--- src/core/pcrc_pkg.sv ---
// constants, enums and carriers for the programmable crc engine
// assumes a single 40 mhz clock and a word-wide register port
package pcrc_pkg;

  localparam int ADDR_W = 5;
  localparam int DATA_W = 32;

  // register byte offsets
  localparam logic [ADDR_W-1:0] OFF_CTRL = 5'h00;
  localparam logic [ADDR_W-1:0] OFF_SEED = 5'h04;
  localparam logic [ADDR_W-1:0] OFF_SUM = 5'h08;
  localparam logic [ADDR_W-1:0] OFF_DATA = 5'h0c;
  localparam logic [ADDR_W-1:0] OFF_STAT = 5'h10;

  typedef enum logic [1:0] {
    POLY_CCITT = 2'b00,
    POLY_CRC16 = 2'b01,
    POLY_CRC32 = 2'b10
  } pcrc_poly_type;

  typedef enum logic [1:0] {
    SIZE_8 = 2'b00,
    SIZE_16 = 2'b01,
    SIZE_32 = 2'b10
  } pcrc_size_type;

  // control register layout, bit 0 upward: poly[1:0], in_rev, in_cmp, out_rev, out_cmp
  typedef struct packed {
    logic out_cmp;
    logic out_rev;
    logic in_cmp;
    logic in_rev;
    pcrc_poly_type poly;
  } pcrc_ctrl_type;

  localparam int CTRL_W = 6;
  localparam pcrc_ctrl_type CTRL_RST = 6'h00;

  localparam logic [31:0] GEN_CCITT = 32'h00001021;
  localparam logic [31:0] GEN_CRC16 = 32'h00008005;
  localparam logic [31:0] GEN_CRC32 = 32'h04c11db7;
  localparam logic [31:0] MASK_16 = 32'h0000ffff;
  localparam logic [31:0] MASK_32 = 32'hffffffff;
  localparam logic [31:0] SEED_RST = 32'h0000ffff;

  // byte steps per write size
  localparam logic [2:0] STEPS_8 = 3'h1;
  localparam logic [2:0] STEPS_16 = 3'h2;
  localparam logic [2:0] STEPS_32 = 3'h4;
  localparam logic [2:0] STEPS_NONE = 3'h0;

  // status bits
  localparam int STAT_RUN_BIT = 0;
  localparam int STAT_PEND_BIT = 1;

endpackage

--- src/core/pcrc_byte_step.sv ---
// one byte of crc division, msb first, for the selected generator
// assumes crc_in upper half is don't-care in the 16-bit modes
`timescale 1ns/1ps
`default_nettype none
module pcrc_byte_step (
  input wire logic [31:0] crc_in,
  input wire logic [7:0] data_in,
  input wire pcrc_pkg::pcrc_poly_type poly,
  output logic [31:0] crc_out
);

  logic [31:0] gen;
  logic wide;

  assign wide = (poly == pcrc_pkg::POLY_CRC32);
  assign gen = (poly == pcrc_pkg::POLY_CRC32) ? pcrc_pkg::GEN_CRC32 :
               (poly == pcrc_pkg::POLY_CRC16) ? pcrc_pkg::GEN_CRC16 :
               pcrc_pkg::GEN_CCITT;

  always_comb begin
    logic [31:0] c;
    logic fb;
    c = crc_in;
    fb = 1'b0;
    for (int i = 7; i >= 0; i--) begin
      fb = (wide ? c[31] : c[15]) ^ data_in[i];
      c = {c[30:0], 1'b0};
      if (fb) begin
        c = c ^ gen;
      end
    end
    // bits above the generator width never feed back, drop them
    crc_out = wide ? c : (c & pcrc_pkg::MASK_16);
  end

endmodule
`default_nettype wire

--- src/core/pcrc_engine.sv ---
// programmable crc engine: register port, byte sequencer, output shaping
// assumes a master that pauses data writes while busy is high
//
// What this block does
// software picks ccitt, crc-16 or crc-32 generator in the control register
// ccitt mode divides by x16+x12+x5+1, 16-bit remainder
// crc-16 mode divides by x16+x15+x2+1, 16-bit remainder
// crc-32 mode divides by the standard 32-bit ethernet generator
// separate bit reversal for input bytes and for the read checksum
// separate ones' complement for input bytes and for the read checksum
// seed write loads the remainder register before data accumulate
// 8, 16, 32-bit data writes in any mix; byte takes one cycle
// 16-bit write is two byte steps, two cycles
// 32-bit write is four byte steps, four cycles
// processor or dma writes back to back with no software between words
// write arriving mid-update is held in a slot and busy stalls the master
// bytes go least significant first; sum read returns shaped remainder
`timescale 1ns/1ps
`default_nettype none
module pcrc_engine (
  input wire logic sys_clk,
  input wire logic rst,
  input wire logic [pcrc_pkg::ADDR_W-1:0] addr,
  input wire logic [31:0] wdata,
  input wire pcrc_pkg::pcrc_size_type wsize,
  input wire logic wr,
  input wire logic rd,
  output logic [31:0] rdata,
  output logic busy
);

  function automatic logic [2:0] size_steps(input pcrc_pkg::pcrc_size_type s);
    case (s)
      pcrc_pkg::SIZE_8: size_steps = pcrc_pkg::STEPS_8;
      pcrc_pkg::SIZE_16: size_steps = pcrc_pkg::STEPS_16;
      default: size_steps = pcrc_pkg::STEPS_32;
    endcase
  endfunction

  function automatic logic [31:0] width_mask(input pcrc_pkg::pcrc_poly_type p);
    width_mask = (p == pcrc_pkg::POLY_CRC32) ? pcrc_pkg::MASK_32 : pcrc_pkg::MASK_16;
  endfunction

  function automatic logic [7:0] rev8(input logic [7:0] b);
    for (int i = 0; i < 8; i++) begin
      rev8[i] = b[7-i];
    end
  endfunction

  // reversal spans the generator width, complement too
  function automatic logic [31:0] shape_sum(input logic [31:0] c,
                                            input pcrc_pkg::pcrc_ctrl_type k);
    logic [31:0] m;
    logic [31:0] r;
    m = width_mask(k.poly);
    r = c & m;
    if (k.out_rev) begin
      r = {<<{r}};
      if (k.poly != pcrc_pkg::POLY_CRC32) begin
        r = r >> 16;
      end
    end
    if (k.out_cmp) begin
      r = r ^ m;
    end
    shape_sum = r;
  endfunction

  function automatic pcrc_pkg::pcrc_ctrl_type pcrc_ctrl_cast(input logic [5:0] v);
    pcrc_ctrl_cast = v;
  endfunction

  pcrc_pkg::pcrc_ctrl_type ctrl_r;
  logic [31:0] seed_r;
  logic [31:0] crc_r;
  logic [31:0] crc_nxt;
  logic [31:0] shift_r;
  logic [31:0] shift_nxt;
  logic [2:0] left_r;
  logic [2:0] left_nxt;
  logic [31:0] pend_data_r;
  logic [2:0] pend_len_r;
  logic pend_v_r;
  logic pend_v_nxt;
  logic [31:0] rdata_r;
  logic [31:0] rdata_nxt;
  logic busy_r;

  wire wr_ctrl = wr && (addr == pcrc_pkg::OFF_CTRL);
  wire wr_seed = wr && (addr == pcrc_pkg::OFF_SEED);
  wire wr_data = wr && (addr == pcrc_pkg::OFF_DATA);
  wire step_en = (left_r != pcrc_pkg::STEPS_NONE);
  // the engine is idle or finishes its last byte this cycle, so it can load again
  wire done_now = (left_r <= pcrc_pkg::STEPS_8);
  wire take_pend = done_now && pend_v_r;
  wire take_bus = wr_data && done_now && !pend_v_r;
  wire to_pend = wr_data && (take_pend || (!done_now && !pend_v_r));
  wire [2:0] bus_steps = size_steps(wsize);

  wire [7:0] byte_raw = shift_r[7:0];
  wire [7:0] byte_ord = ctrl_r.in_rev ? rev8(byte_raw) : byte_raw;
  wire [7:0] byte_in = ctrl_r.in_cmp ? ~byte_ord : byte_ord;
  wire [31:0] crc_step;
  wire [31:0] sum_val = shape_sum(crc_r, ctrl_r);

  pcrc_byte_step u_step (
    .crc_in(crc_r),
    .data_in(byte_in),
    .poly(ctrl_r.poly),
    .crc_out(crc_step)
  );

  // seed wins over any step and cancels work in flight
  assign crc_nxt = wr_seed ? wdata : (step_en ? crc_step : crc_r);
  assign shift_nxt = take_pend ? pend_data_r :
                     take_bus ? wdata :
                     step_en ? {8'h00, shift_r[31:8]} : shift_r;
  assign left_nxt = wr_seed ? pcrc_pkg::STEPS_NONE :
                    take_pend ? pend_len_r :
                    take_bus ? bus_steps :
                    step_en ? left_r - 3'h1 : left_r;
  assign pend_v_nxt = wr_seed ? 1'b0 :
                      to_pend ? 1'b1 :
                      take_pend ? 1'b0 : pend_v_r;

  wire [31:0] stat_val = {30'h0, pend_v_r, step_en};
  wire [31:0] rd_val = (addr == pcrc_pkg::OFF_CTRL) ? {26'h0, ctrl_r} :
                       (addr == pcrc_pkg::OFF_SEED) ? seed_r :
                       (addr == pcrc_pkg::OFF_SUM) ? sum_val :
                       (addr == pcrc_pkg::OFF_STAT) ? stat_val : 32'h0;
  assign rdata_nxt = rd ? rd_val : 32'h0;

  always_ff @(posedge sys_clk or posedge rst) begin
    if (rst) begin
      ctrl_r <= pcrc_pkg::CTRL_RST;
      seed_r <= pcrc_pkg::SEED_RST;
    end else begin
      if (wr_ctrl) begin
        ctrl_r <= pcrc_ctrl_cast(wdata[pcrc_pkg::CTRL_W-1:0]);
      end
      if (wr_seed) begin
        seed_r <= wdata;
      end
    end
  end

  always_ff @(posedge sys_clk or posedge rst) begin
    if (rst) begin
      crc_r <= pcrc_pkg::SEED_RST;
      shift_r <= 32'h0;
      left_r <= pcrc_pkg::STEPS_NONE;
    end else begin
      crc_r <= crc_nxt;
      shift_r <= shift_nxt;
      left_r <= left_nxt;
    end
  end

  // one holding slot lets dma run back to back without losing a word
  always_ff @(posedge sys_clk or posedge rst) begin
    if (rst) begin
      pend_data_r <= 32'h0;
      pend_len_r <= pcrc_pkg::STEPS_NONE;
      pend_v_r <= 1'b0;
    end else begin
      if (to_pend) begin
        pend_data_r <= wdata;
        pend_len_r <= bus_steps;
      end
      pend_v_r <= pend_v_nxt;
    end
  end

  always_ff @(posedge sys_clk or posedge rst) begin
    if (rst) begin
      rdata_r <= 32'h0;
      busy_r <= 1'b0;
    end else begin
      rdata_r <= rdata_nxt;
      busy_r <= pend_v_nxt;
    end
  end

  assign rdata = rdata_r;
  assign busy = busy_r;

  // checks

  wire idle_now = (left_r == pcrc_pkg::STEPS_NONE) && !pend_v_r;

  property p_byte_one;
    @(posedge sys_clk) disable iff (rst)
    (wr_data && idle_now && wsize == pcrc_pkg::SIZE_8) ##1 !wr_data |->
      (left_r == 3'h1) ##1 (left_r == 3'h0);
  endproperty
  a_byte_one: assert property (p_byte_one) else $error("byte write not one step");

  property p_half_two;
    @(posedge sys_clk) disable iff (rst)
    (wr_data && idle_now && wsize == pcrc_pkg::SIZE_16) ##1 !wr_seed |=>
      (left_r == 3'h1) && ($past(left_r) == 3'h2);
  endproperty
  a_half_two: assert property (p_half_two) else $error("half write not two steps");

  property p_word_four;
    @(posedge sys_clk) disable iff (rst)
    (wr_data && idle_now && wsize == pcrc_pkg::SIZE_32) ##1 !wr_seed[*3] |=>
      (left_r == 3'h1) && ($past(left_r, 3) == 3'h4);
  endproperty
  a_word_four: assert property (p_word_four) else $error("word write not four steps");

  property p_seed_load;
    @(posedge sys_clk) disable iff (rst)
    wr_seed |=> (crc_r == $past(wdata)) && (left_r == 3'h0) && !busy_r;
  endproperty
  a_seed_load: assert property (p_seed_load) else $error("seed not loaded");

  property p_hold_off;
    @(posedge sys_clk) disable iff (rst)
    (wr_data && !done_now && !pend_v_r && !wr_seed) |=>
      busy_r && (pend_data_r == $past(wdata));
  endproperty
  a_hold_off: assert property (p_hold_off) else $error("mid-update write lost");

  property p_lsb_first;
    @(posedge sys_clk) disable iff (rst)
    (wr_data && idle_now && wsize == pcrc_pkg::SIZE_16) |=>
      (shift_r[7:0] == $past(wdata[7:0])) ##1
      (shift_r[7:0] == $past(wdata[15:8], 2));
  endproperty
  a_lsb_first: assert property (p_lsb_first) else $error("byte order wrong");

  property p_gen_ccitt;
    @(posedge sys_clk) disable iff (rst)
    (step_en && !wr_seed && crc_r == 32'h0 && byte_in == 8'h01 &&
     ctrl_r.poly == pcrc_pkg::POLY_CCITT) |=> (crc_r == 32'h00001021);
  endproperty
  a_gen_ccitt: assert property (p_gen_ccitt) else $error("ccitt generator wrong");

  property p_gen_crc16;
    @(posedge sys_clk) disable iff (rst)
    (step_en && !wr_seed && crc_r == 32'h0 && byte_in == 8'h01 &&
     ctrl_r.poly == pcrc_pkg::POLY_CRC16) |=> (crc_r == 32'h00008005);
  endproperty
  a_gen_crc16: assert property (p_gen_crc16) else $error("crc16 generator wrong");

  property p_gen_crc32;
    @(posedge sys_clk) disable iff (rst)
    (step_en && !wr_seed && crc_r == 32'h0 && byte_in == 8'h01 &&
     ctrl_r.poly == pcrc_pkg::POLY_CRC32) |=> (crc_r == 32'h04c11db7);
  endproperty
  a_gen_crc32: assert property (p_gen_crc32) else $error("crc32 generator wrong");

  property p_narrow;
    @(posedge sys_clk) disable iff (rst)
    (step_en && !wr_seed && ctrl_r.poly != pcrc_pkg::POLY_CRC32 && !wr_ctrl) |=>
      (crc_r[31:16] == 16'h0);
  endproperty
  a_narrow: assert property (p_narrow) else $error("16-bit mode leaks high bits");

  property p_in_cmp;
    @(posedge sys_clk) disable iff (rst)
    (ctrl_r.in_cmp && !ctrl_r.in_rev) |-> (byte_in == ~shift_r[7:0]);
  endproperty
  a_in_cmp: assert property (p_in_cmp) else $error("input complement wrong");

  property p_sum_read;
    @(posedge sys_clk) disable iff (rst)
    (rd && addr == pcrc_pkg::OFF_SUM && ctrl_r.out_cmp && !ctrl_r.out_rev) |=>
      (rdata_r == (($past(crc_r) ^ 32'hffffffff) & width_mask($past(ctrl_r.poly))));
  endproperty
  a_sum_read: assert property (p_sum_read) else $error("sum read not shaped");

  property p_out_rev;
    @(posedge sys_clk) disable iff (rst)
    (rd && addr == pcrc_pkg::OFF_SUM && ctrl_r.out_rev && !ctrl_r.out_cmp &&
     ctrl_r.poly == pcrc_pkg::POLY_CRC32) |=> (rdata_r == {<<{$past(crc_r)}});
  endproperty
  a_out_rev: assert property (p_out_rev) else $error("output reversal wrong");

  property p_chain;
    @(posedge sys_clk) disable iff (rst)
    (take_pend && !wr_seed) |=> (left_r == $past(pend_len_r));
  endproperty
  a_chain: assert property (p_chain) else $error("held write not started");

  c_byte: cover property (@(posedge sys_clk) disable iff (rst)
    wr_data && wsize == pcrc_pkg::SIZE_8);
  c_back_to_back: cover property (@(posedge sys_clk) disable iff (rst)
    wr_data && wsize == pcrc_pkg::SIZE_32 ##1 wr_data ##1 busy_r);
  c_chain: cover property (@(posedge sys_clk) disable iff (rst) take_pend);
  c_sum: cover property (@(posedge sys_clk) disable iff (rst)
    rd && addr == pcrc_pkg::OFF_SUM && ctrl_r.out_rev && ctrl_r.out_cmp);

endmodule
`default_nettype wire

--- config.mk ---
export PLATFORM = sky130hd
export DESIGN_NAME = pcrc_engine
export DESIGN_NICKNAME = d
export VERILOG_FILES = /design/src/core/pcrc_pkg.sv /design/src/core/pcrc_byte_step.sv /design/src/core/pcrc_engine.sv
export SDC_FILE = /design/constraint.sdc
export NUM_CORES = 1
export LEC_CHECK = 0
export BUFFER_PORTS_ARGS = -buffer_cell sky130_fd_sc_hd__buf_2
export CORE_ASPECT_RATIO = 2
export CORE_MARGIN = 4
export CORE_UTILIZATION = 50
export DETAILED_ROUTE_END_ITERATION = 12
export PLACE_DENSITY = 0.64
export SLEW_MARGIN = 20
export SYNTH_ARGS = -nofsm -noshare
export SYNTH_HDL_FRONTEND = slang
export SYNTH_SLANG_ARGS = --single-unit
--- constraint.sdc ---
create_clock -name sys_clk -period 5.7 [get_ports sys_clk]
set_input_delay 0.285 -clock sys_clk [delete_from_list [all_inputs] [get_ports sys_clk]]
set_output_delay 0.285 -clock sys_clk [all_outputs]
set_load 0.005 [all_outputs]
### Word-level counts from Yosys, hierarchy flattened

Cells that the tools add are included.

* input bits: 43
* output and inout port bits: 33
* flip-flop bits (word level): 173

* bitwise gates (word level): 19
* add/subtract/negate cells: 1
* magnitude comparators: 1
* reductions and logical operators: 18
* eq/ne operators: 8
* mux-type cells: 43

Operator list (count)
* two-way mux 32 bit: 23
* bitwise XOR 32 bit: 9
* bitwise AND 32 bit: 1
* two-way mux 16 bit: 1
* two-way mux 8 bit: 2
* two-way mux 3 bit: 4
* two-way mux 1 bit: 11
* equality test 5 x 4 -> 1 bit (second input constant): 2
* nonzero test 3 bit: 3
* logical AND 1 bit: 8
* NOT 8 bit: 1
* bitwise XOR 1 bit: 8
* case mux 3 bit (2 select lines): 1
* equality test 5 x 3 -> 1 bit (second input constant): 1
* equality test 5 bit (second input constant): 1
* zero test 5 bit: 1
* equality test 2 x 1 -> 1 bit (second input constant): 2
* nonzero test 4 bit: 1
* <= comparator 3 x 1 -> 1 bit (second input constant): 1
* subtractor 3 x 1 -> 3 bit (second input constant): 1
* equality test 2 bit (second input constant): 1
* zero test 1 bit: 2
* zero test 2 bit: 1
* two-way mux 2 bit: 1
* other kinds (3): 3

### Logic depth before layout (Yosys ltp)

Gate-level depths: netlist of the first run.

* word-level depth: 29
* depth in mapped cells: 21

### Cells and area by module

Synthesis of the first run repeated with hierarchy kept, for this count alone.

* cells, all modules: 1114
* area, all modules: 10324.9 µm²

By module, submodules not included
* pcrc_engine: sequential area each 4369.2 µm², instances 1, cells each 867, area an instance 8440.6 µm²
* pcrc_byte_step: sequential area each 0.0 µm², instances 1, cells each 247, area an instance 1884.3 µm²

### Worst setup path before layout of the first run

OpenSTA, ideal clock, no wires.

* path type: reg2reg
* from: reg ctrl_r[0] (netlist name)
* to: reg crc_r[22]
* arrival time: 4897 ps
* library setup time: 83 ps
* path buffers: 2
* cell stages (with the launch flop): 20
* setup slack: 720 ps
* cell sequence: dfrtp_1 > inv_1 > ha_1 > clkbuf_1 > mux2i_1 > xnor2_1 > mux2_2 > nand2_1 > inv_1 > o21ai_0 > and2_1 > a41oi_1 > o31a_1 > and4_1 > or4_4 > or2_1 > clkbuf_1 > xnor2_1 > o31a_1 > o21ai_0

* longest elaborated chain between the ends: 29
* elaborated cells on any way between the ends: 39

Ends and longest elaborated chain
* start, declared: line pcrc_engine.sv:73 `pcrc_pkg::pcrc_ctrl_type ctrl_r;`
* start signal, assigned: line pcrc_engine.sv:135 `ctrl_r <= pcrc_pkg::CTRL_RST;`
* start signal, assigned: line pcrc_engine.sv:139 `ctrl_r <= pcrc_ctrl_cast(wdata[pcrc_pkg::CTRL_W-1:0]);`
* equality test 2 x 1 -> 1 bit: line pcrc_byte_step.sv:17 `(poly == pcrc_pkg::POLY_CRC16) ? pcrc_pkg::GEN_CRC16 :`
* two-way mux 16 bit: line pcrc_byte_step.sv:17
* two-way mux 32 bit: line pcrc_byte_step.sv:16 `assign gen = (poly == pcrc_pkg::POLY_CRC32) ? pcrc_pkg::GEN_CRC32 :`
* bitwise XOR 32 bit: line pcrc_byte_step.sv:29 `c = c ^ gen;`
* two-way mux 32 bit: line pcrc_byte_step.sv:28 `if (fb) begin`
* two-way mux 1 bit: line pcrc_byte_step.sv:26 `fb = (wide ? c[31] : c[15]) ^ data_in[i];`
* bitwise XOR 1 bit: line pcrc_byte_step.sv:26
* two-way mux 32 bit: line pcrc_byte_step.sv:28
* [12 not listed]
* two-way mux 1 bit: line pcrc_byte_step.sv:26
* bitwise XOR 1 bit: line pcrc_byte_step.sv:26
* two-way mux 32 bit: line pcrc_byte_step.sv:28
* two-way mux 1 bit: line pcrc_byte_step.sv:26
* bitwise XOR 1 bit: line pcrc_byte_step.sv:26
* two-way mux 32 bit: line pcrc_byte_step.sv:28
* two-way mux 32 bit (*): line pcrc_byte_step.sv:33 `crc_out = wide ? c : (c & pcrc_pkg::MASK_16);`
* two-way mux 32 bit (*) (2 in series): line pcrc_engine.sv:114 `assign crc_nxt = wr_seed ? wdata : (step_en ? crc_step : crc_r);`
* end signal, assigned: line pcrc_engine.sv:149 `crc_r <= pcrc_pkg::SEED_RST;`
* end signal, assigned: line pcrc_engine.sv:153 `crc_r <= crc_nxt;`
* end, declared: line pcrc_engine.sv:75 `logic [31:0] crc_r;`

Every way passes the cells marked *; elsewhere a longest branch is shown, timed or not. The select of a mux whose other input is x is not followed.
A chain may end at the register's enable or synchronous reset.

### Worst setup path in the final report of the first run

* from: reg crc_r[15]
* to: reg crc_r[5]

* longest elaborated chain between the ends: 27
* elaborated cells on any way between the ends: 34

Ends and longest elaborated chain (line)
* two-way mux 1 bit (*): pcrc_byte_step.sv:26
* bitwise XOR 1 bit (*): pcrc_byte_step.sv:26
* two-way mux 32 bit (*): pcrc_byte_step.sv:28
* two-way mux 1 bit: pcrc_byte_step.sv:26
* bitwise XOR 1 bit: pcrc_byte_step.sv:26
* two-way mux 32 bit (*): pcrc_byte_step.sv:28
* two-way mux 1 bit: pcrc_byte_step.sv:26
* bitwise XOR 1 bit: pcrc_byte_step.sv:26
* [10 not listed]
* two-way mux 1 bit: pcrc_byte_step.sv:26
* bitwise XOR 1 bit: pcrc_byte_step.sv:26
* two-way mux 32 bit (*): pcrc_byte_step.sv:28
* two-way mux 1 bit: pcrc_byte_step.sv:26
* bitwise XOR 1 bit: pcrc_byte_step.sv:26
* two-way mux 32 bit (*): pcrc_byte_step.sv:28
* two-way mux 32 bit (*): pcrc_byte_step.sv:33
* two-way mux 32 bit (*) (2 in series): pcrc_engine.sv:114

Marked as above.

==> results of run 1 <==
-- sequential cells by signal (all words and copies together), names as in the netlist --
name         count
crc_r           32
pend_data_r     32
rdata           32
seed_r          32
shift_r         32
ctrl_r           6
left_r           3
pend_len_r       3
busy             1
-- stage by stage --
stage | std cells | util
final | 1535 | 0.575
after global routing | 1535 | 0.575
after CTS | 1535 | 0.575
after detailed placement | 1502 | 0.544
after global placement | 1502 | 0.544
after floorplan | 1210 | -
-- kinds of logic after synthesis --
| group | Yosys count | synth area share |
|---|---|---|
| compound gates | 221 | 0.130 |
| fa+ha+maj | 26 | 0.0309 |
| xor+xnor | 131 | 0.111 |
| buf+inv | 96 | 0.0362 |
| simple gates | 472 | 0.188 |
| mux | 91 | 0.0889 |
| flops | 173 | 0.415 |
-- metal layers --
layer | global-route usage | vias up | part of all wire
met5 | 0 | - | 0
met4 | 0.210 | 0 | 0.081
met3 | 0.0383 | 105 | 0.045
met2 | 0.492 | 311 | 0.51
met1 | 0.325 | 4187 | 0.37
li1 | - | 4166 | -
-- layout make-up --
cell class | instances | area, um2 | share of cell area
clock buffers | 18 | 429 | 0.0363
clock inverters | 14 | 180 | 0.0153
inverters | 14 | 57.6 | 0.00487
multi-input cells | 941 | 5810 | 0.492
flip-flops and latches | 173 | 4370 | 0.370
well taps | 266 | 333 | 0.0282
repair buffers | 109 | 633 | 0.0536
-- synthesized netlist by cell type (8+ instances only) --
master	instances	area [um2]
mux2_2	9	101
o211ai_1	18	135
nor3_1	10	50.1
nor2b_1	11	68.8
nand2_1	302	1130
clkbuf_1	71	267
xor2_1	54	473
a21oi_1	46	230
mux2i_1	80	801
nand3_1	12	60.1
o21a_1	8	60.1
dfrtp_1	141	3530
xnor2_1	75	657
inv_1	13	48.8
nor2_1	89	334
a22oi_1	29	218
ha_1	26	325
dfstp_2	32	841
and3_1	11	68.8
o21ai_0	83	415
and2_1	10	62.6
-- worst max-delay path by stage --
stage,from,depth (start not counted),end
floorplan,ctrl_r[0],19,crc_r[22]
global placement,ctrl_r[2],17,crc_r[5]
detailed placement,ctrl_r[2],17,crc_r[5]
CTS,ctrl_r[2],17,crc_r[22]
global route,ctrl_r[2],17,crc_r[22]
finish,crc_r[15],17,crc_r[5]
-- where the power goes --
part / internal, uW / total [uW] / switching, uW
logic: 2250 / 5130 / 2880
clock network: 698 / 1230 / 532
registers: 1640 / 2000 / 351
total: 4590 / 8350 / 3760
-- critical path, delay by kind of cell (launching register included) --
family,cells,cell delay [ns]
xor+xnor,4,0.85
mux,1,0.34
buf+inv,1,0.27
simple gates,6,2.05
compound gates,5,0.93
flops,1,0.55
==> impl_metrics.csv, run 1 <==
group,metric,value,unit
floorplan,pin_count,76,
grt,grt_pass1_wl,51400,um
routing,drt_wl_total,33000,um
clock_tree,cts_buffers,17,
place,dp_slack,0.667,ns
job,max_cap_viol_count,0,
sta,fin_ws,0.618,ns
routing,drtIter0Drc,545,
power,p_total,8350,uW
layout,postLayoutCellArea,0.0118,mm2
sta,rsz0062_at_grt,"false",
yosys,ys.warnings.count,0,
floorplan,initial_utilization,0.512,
clock_tree,clock_path_buffers,2,
clock_tree,cts_resized,0,
layout,final_cell_mix,"302 x nand2_1, 140 x dfrtp_1, 87 x nor2_1, 83 x o21ai_0, 80 x mux2i_1",
routing,vias_per_cell,5.71,
floorplan,coreArea,0.0206,mm2
grt,grt-ovfl-total,0,
sta,period_needed,5.08,ns
yosys,syn_area_per_cell,8.70,um2
sta,final_max_slew_viol_count,0,
sta,max_clock_freq,0.197,GHz
clock_tree,clkTransAtPathRegs,0.07,ns
critical_path,crit_chain,"xnor2_1, xnor2_1, nor3_1, o31ai_4, xnor2_4, buf_4, mux2i_1, xnor2_1, a2bb2o_1, a211oi_1, a41oi_1, and4_1, or4_4, or2_1, or3_1, nand3_1, a21oi_1",
min_path,min_path_cells,3,
critical_path,regToRegEndpoint,"crc_r[5]",
sta,holdWs,0.0652,ns
critical_path,r2r_setup_slack,0.62,ns
routing,wl_per_cell,21.5,um
critical_path,arrival,5.46,ns
floorplan,row_count,74,
yosys,synth-seq-area-share,0.415,
layout,antennaDiodeCount,0,
layout,mostFrequentLayoutCell,"nand2_1",
yosys,synth.distinct_cells,59,
critical_path,ff2ff_path_depth,17,
place,placed_area,0.0112,mm2
clock_tree,tritoncts,"done",
floorplan,die_area,0.0236,mm2
clock_tree,cts.sinks,173,
routing,ant_nets,0,
grt,grt_max_degree,65,
power,p_leak,0.00564,uW
min_path,hold_end,"pend_data_r[8]",
grt,grt_usage,0.286,
sta,skew,0.00938,ns
floorplan,die_h,213,um
layout,drive_gt1_frac,0.158,
layout,nFillCells,1966,
yosys,ys_ff_latch,173,
critical_path,cpMaxStageDelayCell,"or4_4",
critical_path,rr_startpoint,"crc_r[15]",
sta,slew_headroom,0.314,
min_path,hp-class,"in -> reg",
place,portBuffers,75,
place,gp_congestion,0.997,
yosys,syn_nets,1279,
yosys,ys.flop_type,"dfrtp_1",
layout,areaGrowthSynthToFinish,12.1,%
layout,nets,1325,
critical_path,cp_max_fo,11,
sta,tns,0,ns
critical_path,cp_data_required_time,6.08,ns
clock_tree,hold_buffers,1,
yosys,synth-edff-count,0,
grt,first_global_vias,8863,
run_status,status,"finished clean",
clock_tree,cts_setup_buffers,0,
critical_path,crit_top_cell,"xnor2_1",
routing,first_pass_iters,7,
sta,hold_viol_final,0,
grt,antenna_found_initial,0,
routing,drc,0,
sta,worstMarginPinSlew,1.03,ns
power,peakVddDrop,0.322,mV
clock_tree,clkLatencyLatePin,0.45,ns
clock_tree,root_buffer,"clkbuf_16",
yosys,synthCells,1210,
critical_path,crit_path_end_kind,"register",
floorplan,die_w,111,um
sta,finalCritPeriodShare,0.892,
yosys,ys_async_sr_fraction,1.00,
power,power_density,707,mW/mm2
critical_path,slowest_delay,0.61,ns
clock_tree,h-tree-depth,4,
critical_path,path_class,"reg -> reg",
min_path,min_from,"wdata[8]",
place,hpwlAfterDp,24400,um
routing,vias,8769,
yosys,syn_area,0.0105,mm2
critical_path,startpoint_type,"register",
sta,setup_viol,0,
Note: power is estimated with default switching activity, not from simulation.
==> run 2: changes to the inputs <==
--- a/config.mk
+++ b/config.mk
@@ -6,11 +6,13 @@
 export NUM_CORES = 1
 export LEC_CHECK = 0
 export BUFFER_PORTS_ARGS = -buffer_cell sky130_fd_sc_hd__buf_2
+export CELL_PAD_IN_SITES_DETAIL_PLACEMENT = 0
+export CELL_PAD_IN_SITES_GLOBAL_PLACEMENT = 1
 export CORE_ASPECT_RATIO = 2
 export CORE_MARGIN = 4
-export CORE_UTILIZATION = 50
+export CORE_UTILIZATION = 47
 export DETAILED_ROUTE_END_ITERATION = 12
-export PLACE_DENSITY = 0.64
+export PLACE_DENSITY = 0.77
 export SLEW_MARGIN = 20
 export SYNTH_ARGS = -nofsm -noshare
 export SYNTH_HDL_FRONTEND = slang
==> run 2 against run 1 <==
  * Non-clock buffer count is 3 lower
  * First-iteration DRC count down 1.5%
  * Cell count rose by 0.46%
  * Global-route usage grew 0.74 points
  * Worst hold slack worse by 0.0019 ns
  * Routed wire length up 8.3%
  * Via count is 1.0% higher
  * Clock-buffer cell count did not move
  * Core utilization shrank 3.9 points
  * Sequential share of layout area barely moved
  * Register-to-register slack got worse by 0.07 ns
  * Critical path type unchanged
  * Highest routed layer unchanged
==> impl_metrics.csv, run 2 (same netlist as run 1, synthesis figures left out) <==
group,metric,value,unit
floorplan,pin_count,76,
clock_tree,root_buffer,"clkbuf_16",
power,peakVddDrop,0.430,mV
routing,drt_wl_total,35700,um
place,hpwlAfterDp,26500,um
grt,grt_pass1_wl,54100,um
clock_tree,cts.sinks,173,
floorplan,initial_utilization,0.477,
floorplan,die_h,220,um
critical_path,rr_startpoint,"crc_r[15]",
critical_path,crit_cells,18,
layout,areaGrowthSynthToFinish,12.2,%
power,p_seq_frac,0.234,
sta,hold_viol_final,0,
critical_path,startpoint_type,"register",
critical_path,slowest_delay,0.65,ns
sta,worstMarginPinSlew,1.02,ns
critical_path,critPathLaunch,"crc_r[15]",
grt,grt_usage,0.294,
grt,antenna_found_initial,0,
sta,finalCritPeriodShare,0.903,
sta,fin_ws,0.552,ns
sta,setup_viol,0,
clock_tree,h-tree-depth,4,
power,p_leak,0.00563,uW
clock_tree,cts_buffers,17,
floorplan,die_area,0.0250,mm2
critical_path,r2r_setup_slack,0.55,ns
routing,vias_per_cell,5.75,
sta,tns,0,ns
critical_path,cp_num_buf_inv,1,
critical_path,regToRegEndpoint,"crc_r[5]",
routing,wl_per_cell,23.2,um
power,internal_power,4560,uW
grt,grt-ovfl-total,0,
sta,max_clock_freq,0.194,GHz
clock_tree,cts_resized,0,
layout,nets,1322,
routing,first_pass_iters,5,
floorplan,coreArea,0.0221,mm2
floorplan,die_w,114,um
layout,fin_util,0.536,
routing,ant_nets,0,
place,placed_area,0.0112,mm2
critical_path,crit_path_end_kind,"register",
power,p_comb_frac,0.621,
power,power_density,723,mW/mm2
layout,final_cell_mix,"301 x nand2_1, 140 x dfrtp_1, 87 x nor2_1, 83 x o21ai_0, 80 x mux2i_1",
clock_tree,tritoncts,"done",
sta,skew,0.0171,ns
critical_path,crit_chain,"xnor2_1, xnor2_1, nor3_1, o31ai_4, xnor2_4, buf_4, mux2i_1, and3_4, xor2_2, a2bb2o_1, a211oi_1, a41oi_1, and4_1, or4_4, or2_1, or3_1, nand3_1, a21oi_1",
place,gp_congestion,1.05,
layout,antennaDiodeCount,0,
critical_path,ff2ff_path_depth,18,
min_path,hp-class,"in -> reg",
layout,mostFrequentLayoutCell,"nand2_1",
critical_path,crit_end,"crc_r[5]",
critical_path,crit_top_cell,"xnor2_1",
critical_path,path_delay_family,"simple AND/OR/NAND/NOR gates",
routing,drc,0,
critical_path,cpMaxStageDelayCell,"or4_4",
job,max_cap_viol_count,0,
power,swShare,0.466,
critical_path,cp_max_fo,11,
critical_path,arrival,5.53,ns
layout,postLayoutCellArea,0.0118,mm2
sta,rsz0062_at_grt,"false",
critical_path,path_class,"reg -> reg",
floorplan,row_count,77,
sta,period_needed,5.15,ns
clock_tree,clkTransAtPathRegs,0.07,ns
sta,final_max_slew_viol_count,0,
power,clkPwrFrac,0.145,
place,portBuffers,75,
clock_tree,clock_path_buffers,2,
routing,vias,8861,
place,dp_slack,0.610,ns
run_status,status,"finished clean",
grt,first_global_vias,8911,
layout,drive_gt1_frac,0.157,
grt,grt_max_degree,96,
critical_path,cp_data_required_time,6.08,ns
routing,drtIter0Drc,537,
power,switchingPower,3990,uW
sta,slew_headroom,0.318,
clock_tree,clkLatencyLatePin,0.46,ns
sta,holdWs,0.0633,ns
## run 2: repair_timing
item | 4_1_cts | 5_1_grt
buffers inserted | 0 | 0
hold buffers | 1 | 0
endpoints found under the hold margin | 5 | 0
## run 2: power groups by stage
stage | Combinational, uW | Sequential, uW | Clock [uW]
2_1_floorplan | 3960 | 1830 | 0
3_3_place_gp | 5150 | 2000 | 0
3_5_place_dp | 5170 | 2010 | 0
4_1_cts | 5210 | 1990 | 1260
5_1_grt | 5710 | 2030 | 1310
6_report | 5310 | 2000 | 1240
## run 2: routing by layer
| layer | global-route usage | vias up | part of all wire | wire length (um) |
|---|---|---|---|---|
| met5 | 0 | - | 0 | 0 |
| met4 | 0.245 | 0 | 0.096 | 3420 |
| met3 | 0.0497 | 120 | 0.046 | 1630 |
| met2 | 0.509 | 316 | 0.52 | 18400 |
| met1 | 0.304 | 4269 | 0.34 | 12200 |
| li1 | - | 4156 | - | - |
## run 2: how the worst min path moves through the flow
stage | from | endpoint | cells after the start
finish | wdata[23] | pend_data_r[23] | 3
global route | wdata[23] | pend_data_r[23] | 3
CTS | wdata[23] | pend_data_r[23] | 3
detailed placement | seed_r[14] | seed_r[14] | 2
global placement | seed_r[6] | seed_r[6] | 2
floorplan | wdata[10] | seed_r[10] | 2
## run 2: area by class of cell
class                      count  area (um2)
inverter                      14        57.6
timing repair buffer         106         623
clock inverter                14         180
clock buffer                  18         439
fill                        2114       10200
sequential                   173        4370
tap                          276         345
multi-input combinational    941        5810
## run 2: metrics by stage
stage,cells,power [uW]
6_report,1542,8550
5_1_grt,1542,9060
4_1_cts,1542,8460
3_5_place_dp,1509,7190
3_3_place_gp,1509,7150
2_1_floorplan,1210,5780
## run 2: tightest hold or removal path: cells and delay by family
| kind | cells | cell delay [ns] |
|---|---|---|
| buf+inv | 1 | 0.10 |
| simple gates | 2 | 0.10 |
==> run 3: changes to the inputs <==
--- a/config.mk
+++ b/config.mk
@@ -12,6 +12,7 @@
 export CORE_MARGIN = 4
 export CORE_UTILIZATION = 47
 export DETAILED_ROUTE_END_ITERATION = 12
+export GPL_TIMING_DRIVEN = 0
 export PLACE_DENSITY = 0.77
 export SLEW_MARGIN = 20
 export SYNTH_ARGS = -nofsm -noshare
==> run 3 against run 2 <==
  * Flip-flop and latch count stayed put
  * Cell count increased by 3.3%
  * Highest routed layer unchanged
  * Routed wire length up 12%
  * Critical path depth is 2 higher
==> impl_metrics.csv, run 3 (same netlist as run 1, synthesis figures left out) <==
group,metric,value,unit
clock_tree,clkLatencyLatePin,0.46,ns
layout,antennaDiodeCount,0,
critical_path,cp_data_required_time,6.07,ns
job,max_cap_viol_count,0,
sta,period_needed,5.47,ns
sta,finalCritPeriodShare,0.959,
clock_tree,clock_path_buffers,2,
routing,dr_wl_met3,1810,um
layout,nFillCells,2125,
layout,drive_gt1_frac,0.133,
sta,worstMarginPinSlew,1.04,ns
critical_path,startpoint_type,"register",
place,dp.cells,1562,
grt,grt_usage,0.324,
clock_tree,h-tree-depth,4,
layout,nets,1373,
floorplan,coreArea,0.0221,mm2
power,internal_power,4510,uW
grt,grt_max_degree,99,
floorplan,die_area,0.0250,mm2
critical_path,regToRegEndpoint,"crc_r[11]",
power,power_density,724,mW/mm2
grt,first_global_vias,9178,
floorplan,die_h,220,um
power,p_seq_frac,0.226,
layout,final_cell_mix,"302 x nand2_1, 141 x dfrtp_1, 89 x nor2_1, 83 x o21ai_0",
floorplan,pin_count,76,
floorplan,row_count,77,
grt,grt-ovfl-total,0,
routing,first_pass_iters,7,
clock_tree,clkTransAtPathRegs,0.07,ns
min_path,min_path_cells,3,
clock_tree,cts_buffers,17,
critical_path,crit_path_end_kind,"register",
run_status,status,"finished clean",
sta,setup_viol,0,
routing,ant_nets,0,
min_path,hp-class,"in -> reg",
routing,drc,0,
critical_path,rr_startpoint,"ctrl_r[1]",
routing,drtIter0Drc,715,
routing,vias,9304,
clock_tree,tritoncts,"done",
min_path,hold_end,"pend_data_r[19]",
routing,drt-met1-wl,13100,um
power,clkPwrFrac,0.135,
critical_path,cp_max_fo,10,
power,p_comb_frac,0.639,
routing,wl_met2,20800,um
sta,tns,0,ns
routing,top_layer_used,"met4",
routing,vias_per_cell,5.84,
sta,final_max_slew_viol_count,0,
power,p_leak,0.00561,uW
sta,slew_headroom,0.305,
sta,max_clock_freq,0.183,GHz
grt,grt_pass1_wl,58400,um
routing,wl_per_cell,25.1,um
clock_tree,cts.sinks,173,
layout,mostFrequentLayoutCell,"nand2_1",
power,switchingPower,4140,uW
routing,drt_wl_total,39900,um
sta,hold_viol_final,0,
floorplan,initial_utilization,0.477,
place,portBuffers,75,
place,hpwlAfterDp,30900,um
sta,skew,0.0127,ns
floorplan,die_w,114,um
layout,fin_util,0.541,
grt,antenna_found_initial,0,
power,swShare,0.479,
layout,areaGrowthSynthToFinish,13.3,%
critical_path,arrival,5.84,ns
power,peakVddDrop,0.420,mV
clock_tree,root_buffer,"clkbuf_16",
critical_path,path_class,"reg -> reg",
min_path,min_from,"wdata[19]",
clock_tree,cts_setup_buffers,0,
critical_path,ff2ff_path_depth,20,
layout,stdcell_count,1593,
power,p_total,8640,uW
critical_path,r2r_setup_slack,0.23,ns
place,gp_congestion,1.00,
[run 3: worst max-delay path by stage]
stage               cells after the start        endpoint      start
CTS                                    19       crc_r[12]  ctrl_r[1]
floorplan                              19       crc_r[22]  ctrl_r[0]
detailed placement                     18       crc_r[12]  ctrl_r[0]
global route                           20       crc_r[11]  ctrl_r[1]
finish                                 20       crc_r[11]  ctrl_r[1]
global placement                        2  pend_data_r[3]        rst
[run 3: final cells by class]
class                   instances  area (um2)  area share
plain buffers                  80         324      0.0271
inverters                      14        60.1     0.00503
multi-input cells             941        5850       0.490
clock inverters                 8        81.3     0.00681
clock buffers                  24         492      0.0412
repair buffers                 77         413      0.0346
well taps                     276         345      0.0289
flip-flops and latches        173        4370       0.366
[run 3: power by group through the flow]
stage          Clock, uW  Combinational, uW  Sequential, uW
6_report            1170               5520            1950
5_1_grt             1220               5890            1980
4_1_cts             1180               5420            1940
3_5_place_dp           0               5360            1960
3_3_place_gp           0               5280            1950
2_1_floorplan          0               3960            1830
[run 3: timing repair]
action                                  in CTS  in global routing
gates resized for setup                      7                  5
hold buffers                                 1                  0
endpoints found under the setup margin      22                  5
hold endpoints to repair                    56                  0
[run 3: per-layer routing]
metal | vias to the layer above | global-route usage
met5 | - | 0
met4 | 0 | 0.294
met3 | 152 | 0.0434
met2 | 371 | 0.572
met1 | 4518 | 0.323
li1 | 4263 | -
[run 3: worst max-delay path, stage by stage (launching register included)]
cell and delay [ns]:
dfrtp_1 0.46, inv_1 0.09, ha_2 0.33, inv_1 0.24, o21a_1 0.27, o31ai_4 0.27, xnor2_4 0.17, o21a_1 0.23
o31ai_1 0.26, xor2_1 0.13, buf_2 0.28, a2bb2o_1 0.33, a211oi_1 0.27, a41oi_1 0.10, and4_1 0.26, or4_4 0.54
buf_6 0.16, o21a_1 0.18, o21ai_0 0.27, mux2i_2 0.41, nand3_1 0.12
[run 3: per-stage QoR]
step	area (um2)	setup slack (ns)	hold WS, ns
after global routing	11900	-0.0121	0.0929
final	11900	0.231	0.0603
after floorplan	10500	0.720	0.368
after global placement	11300	-1.52	0.448
after CTS	11900	0.0964	0.0502
after detailed placement	11300	-0.846	0.406
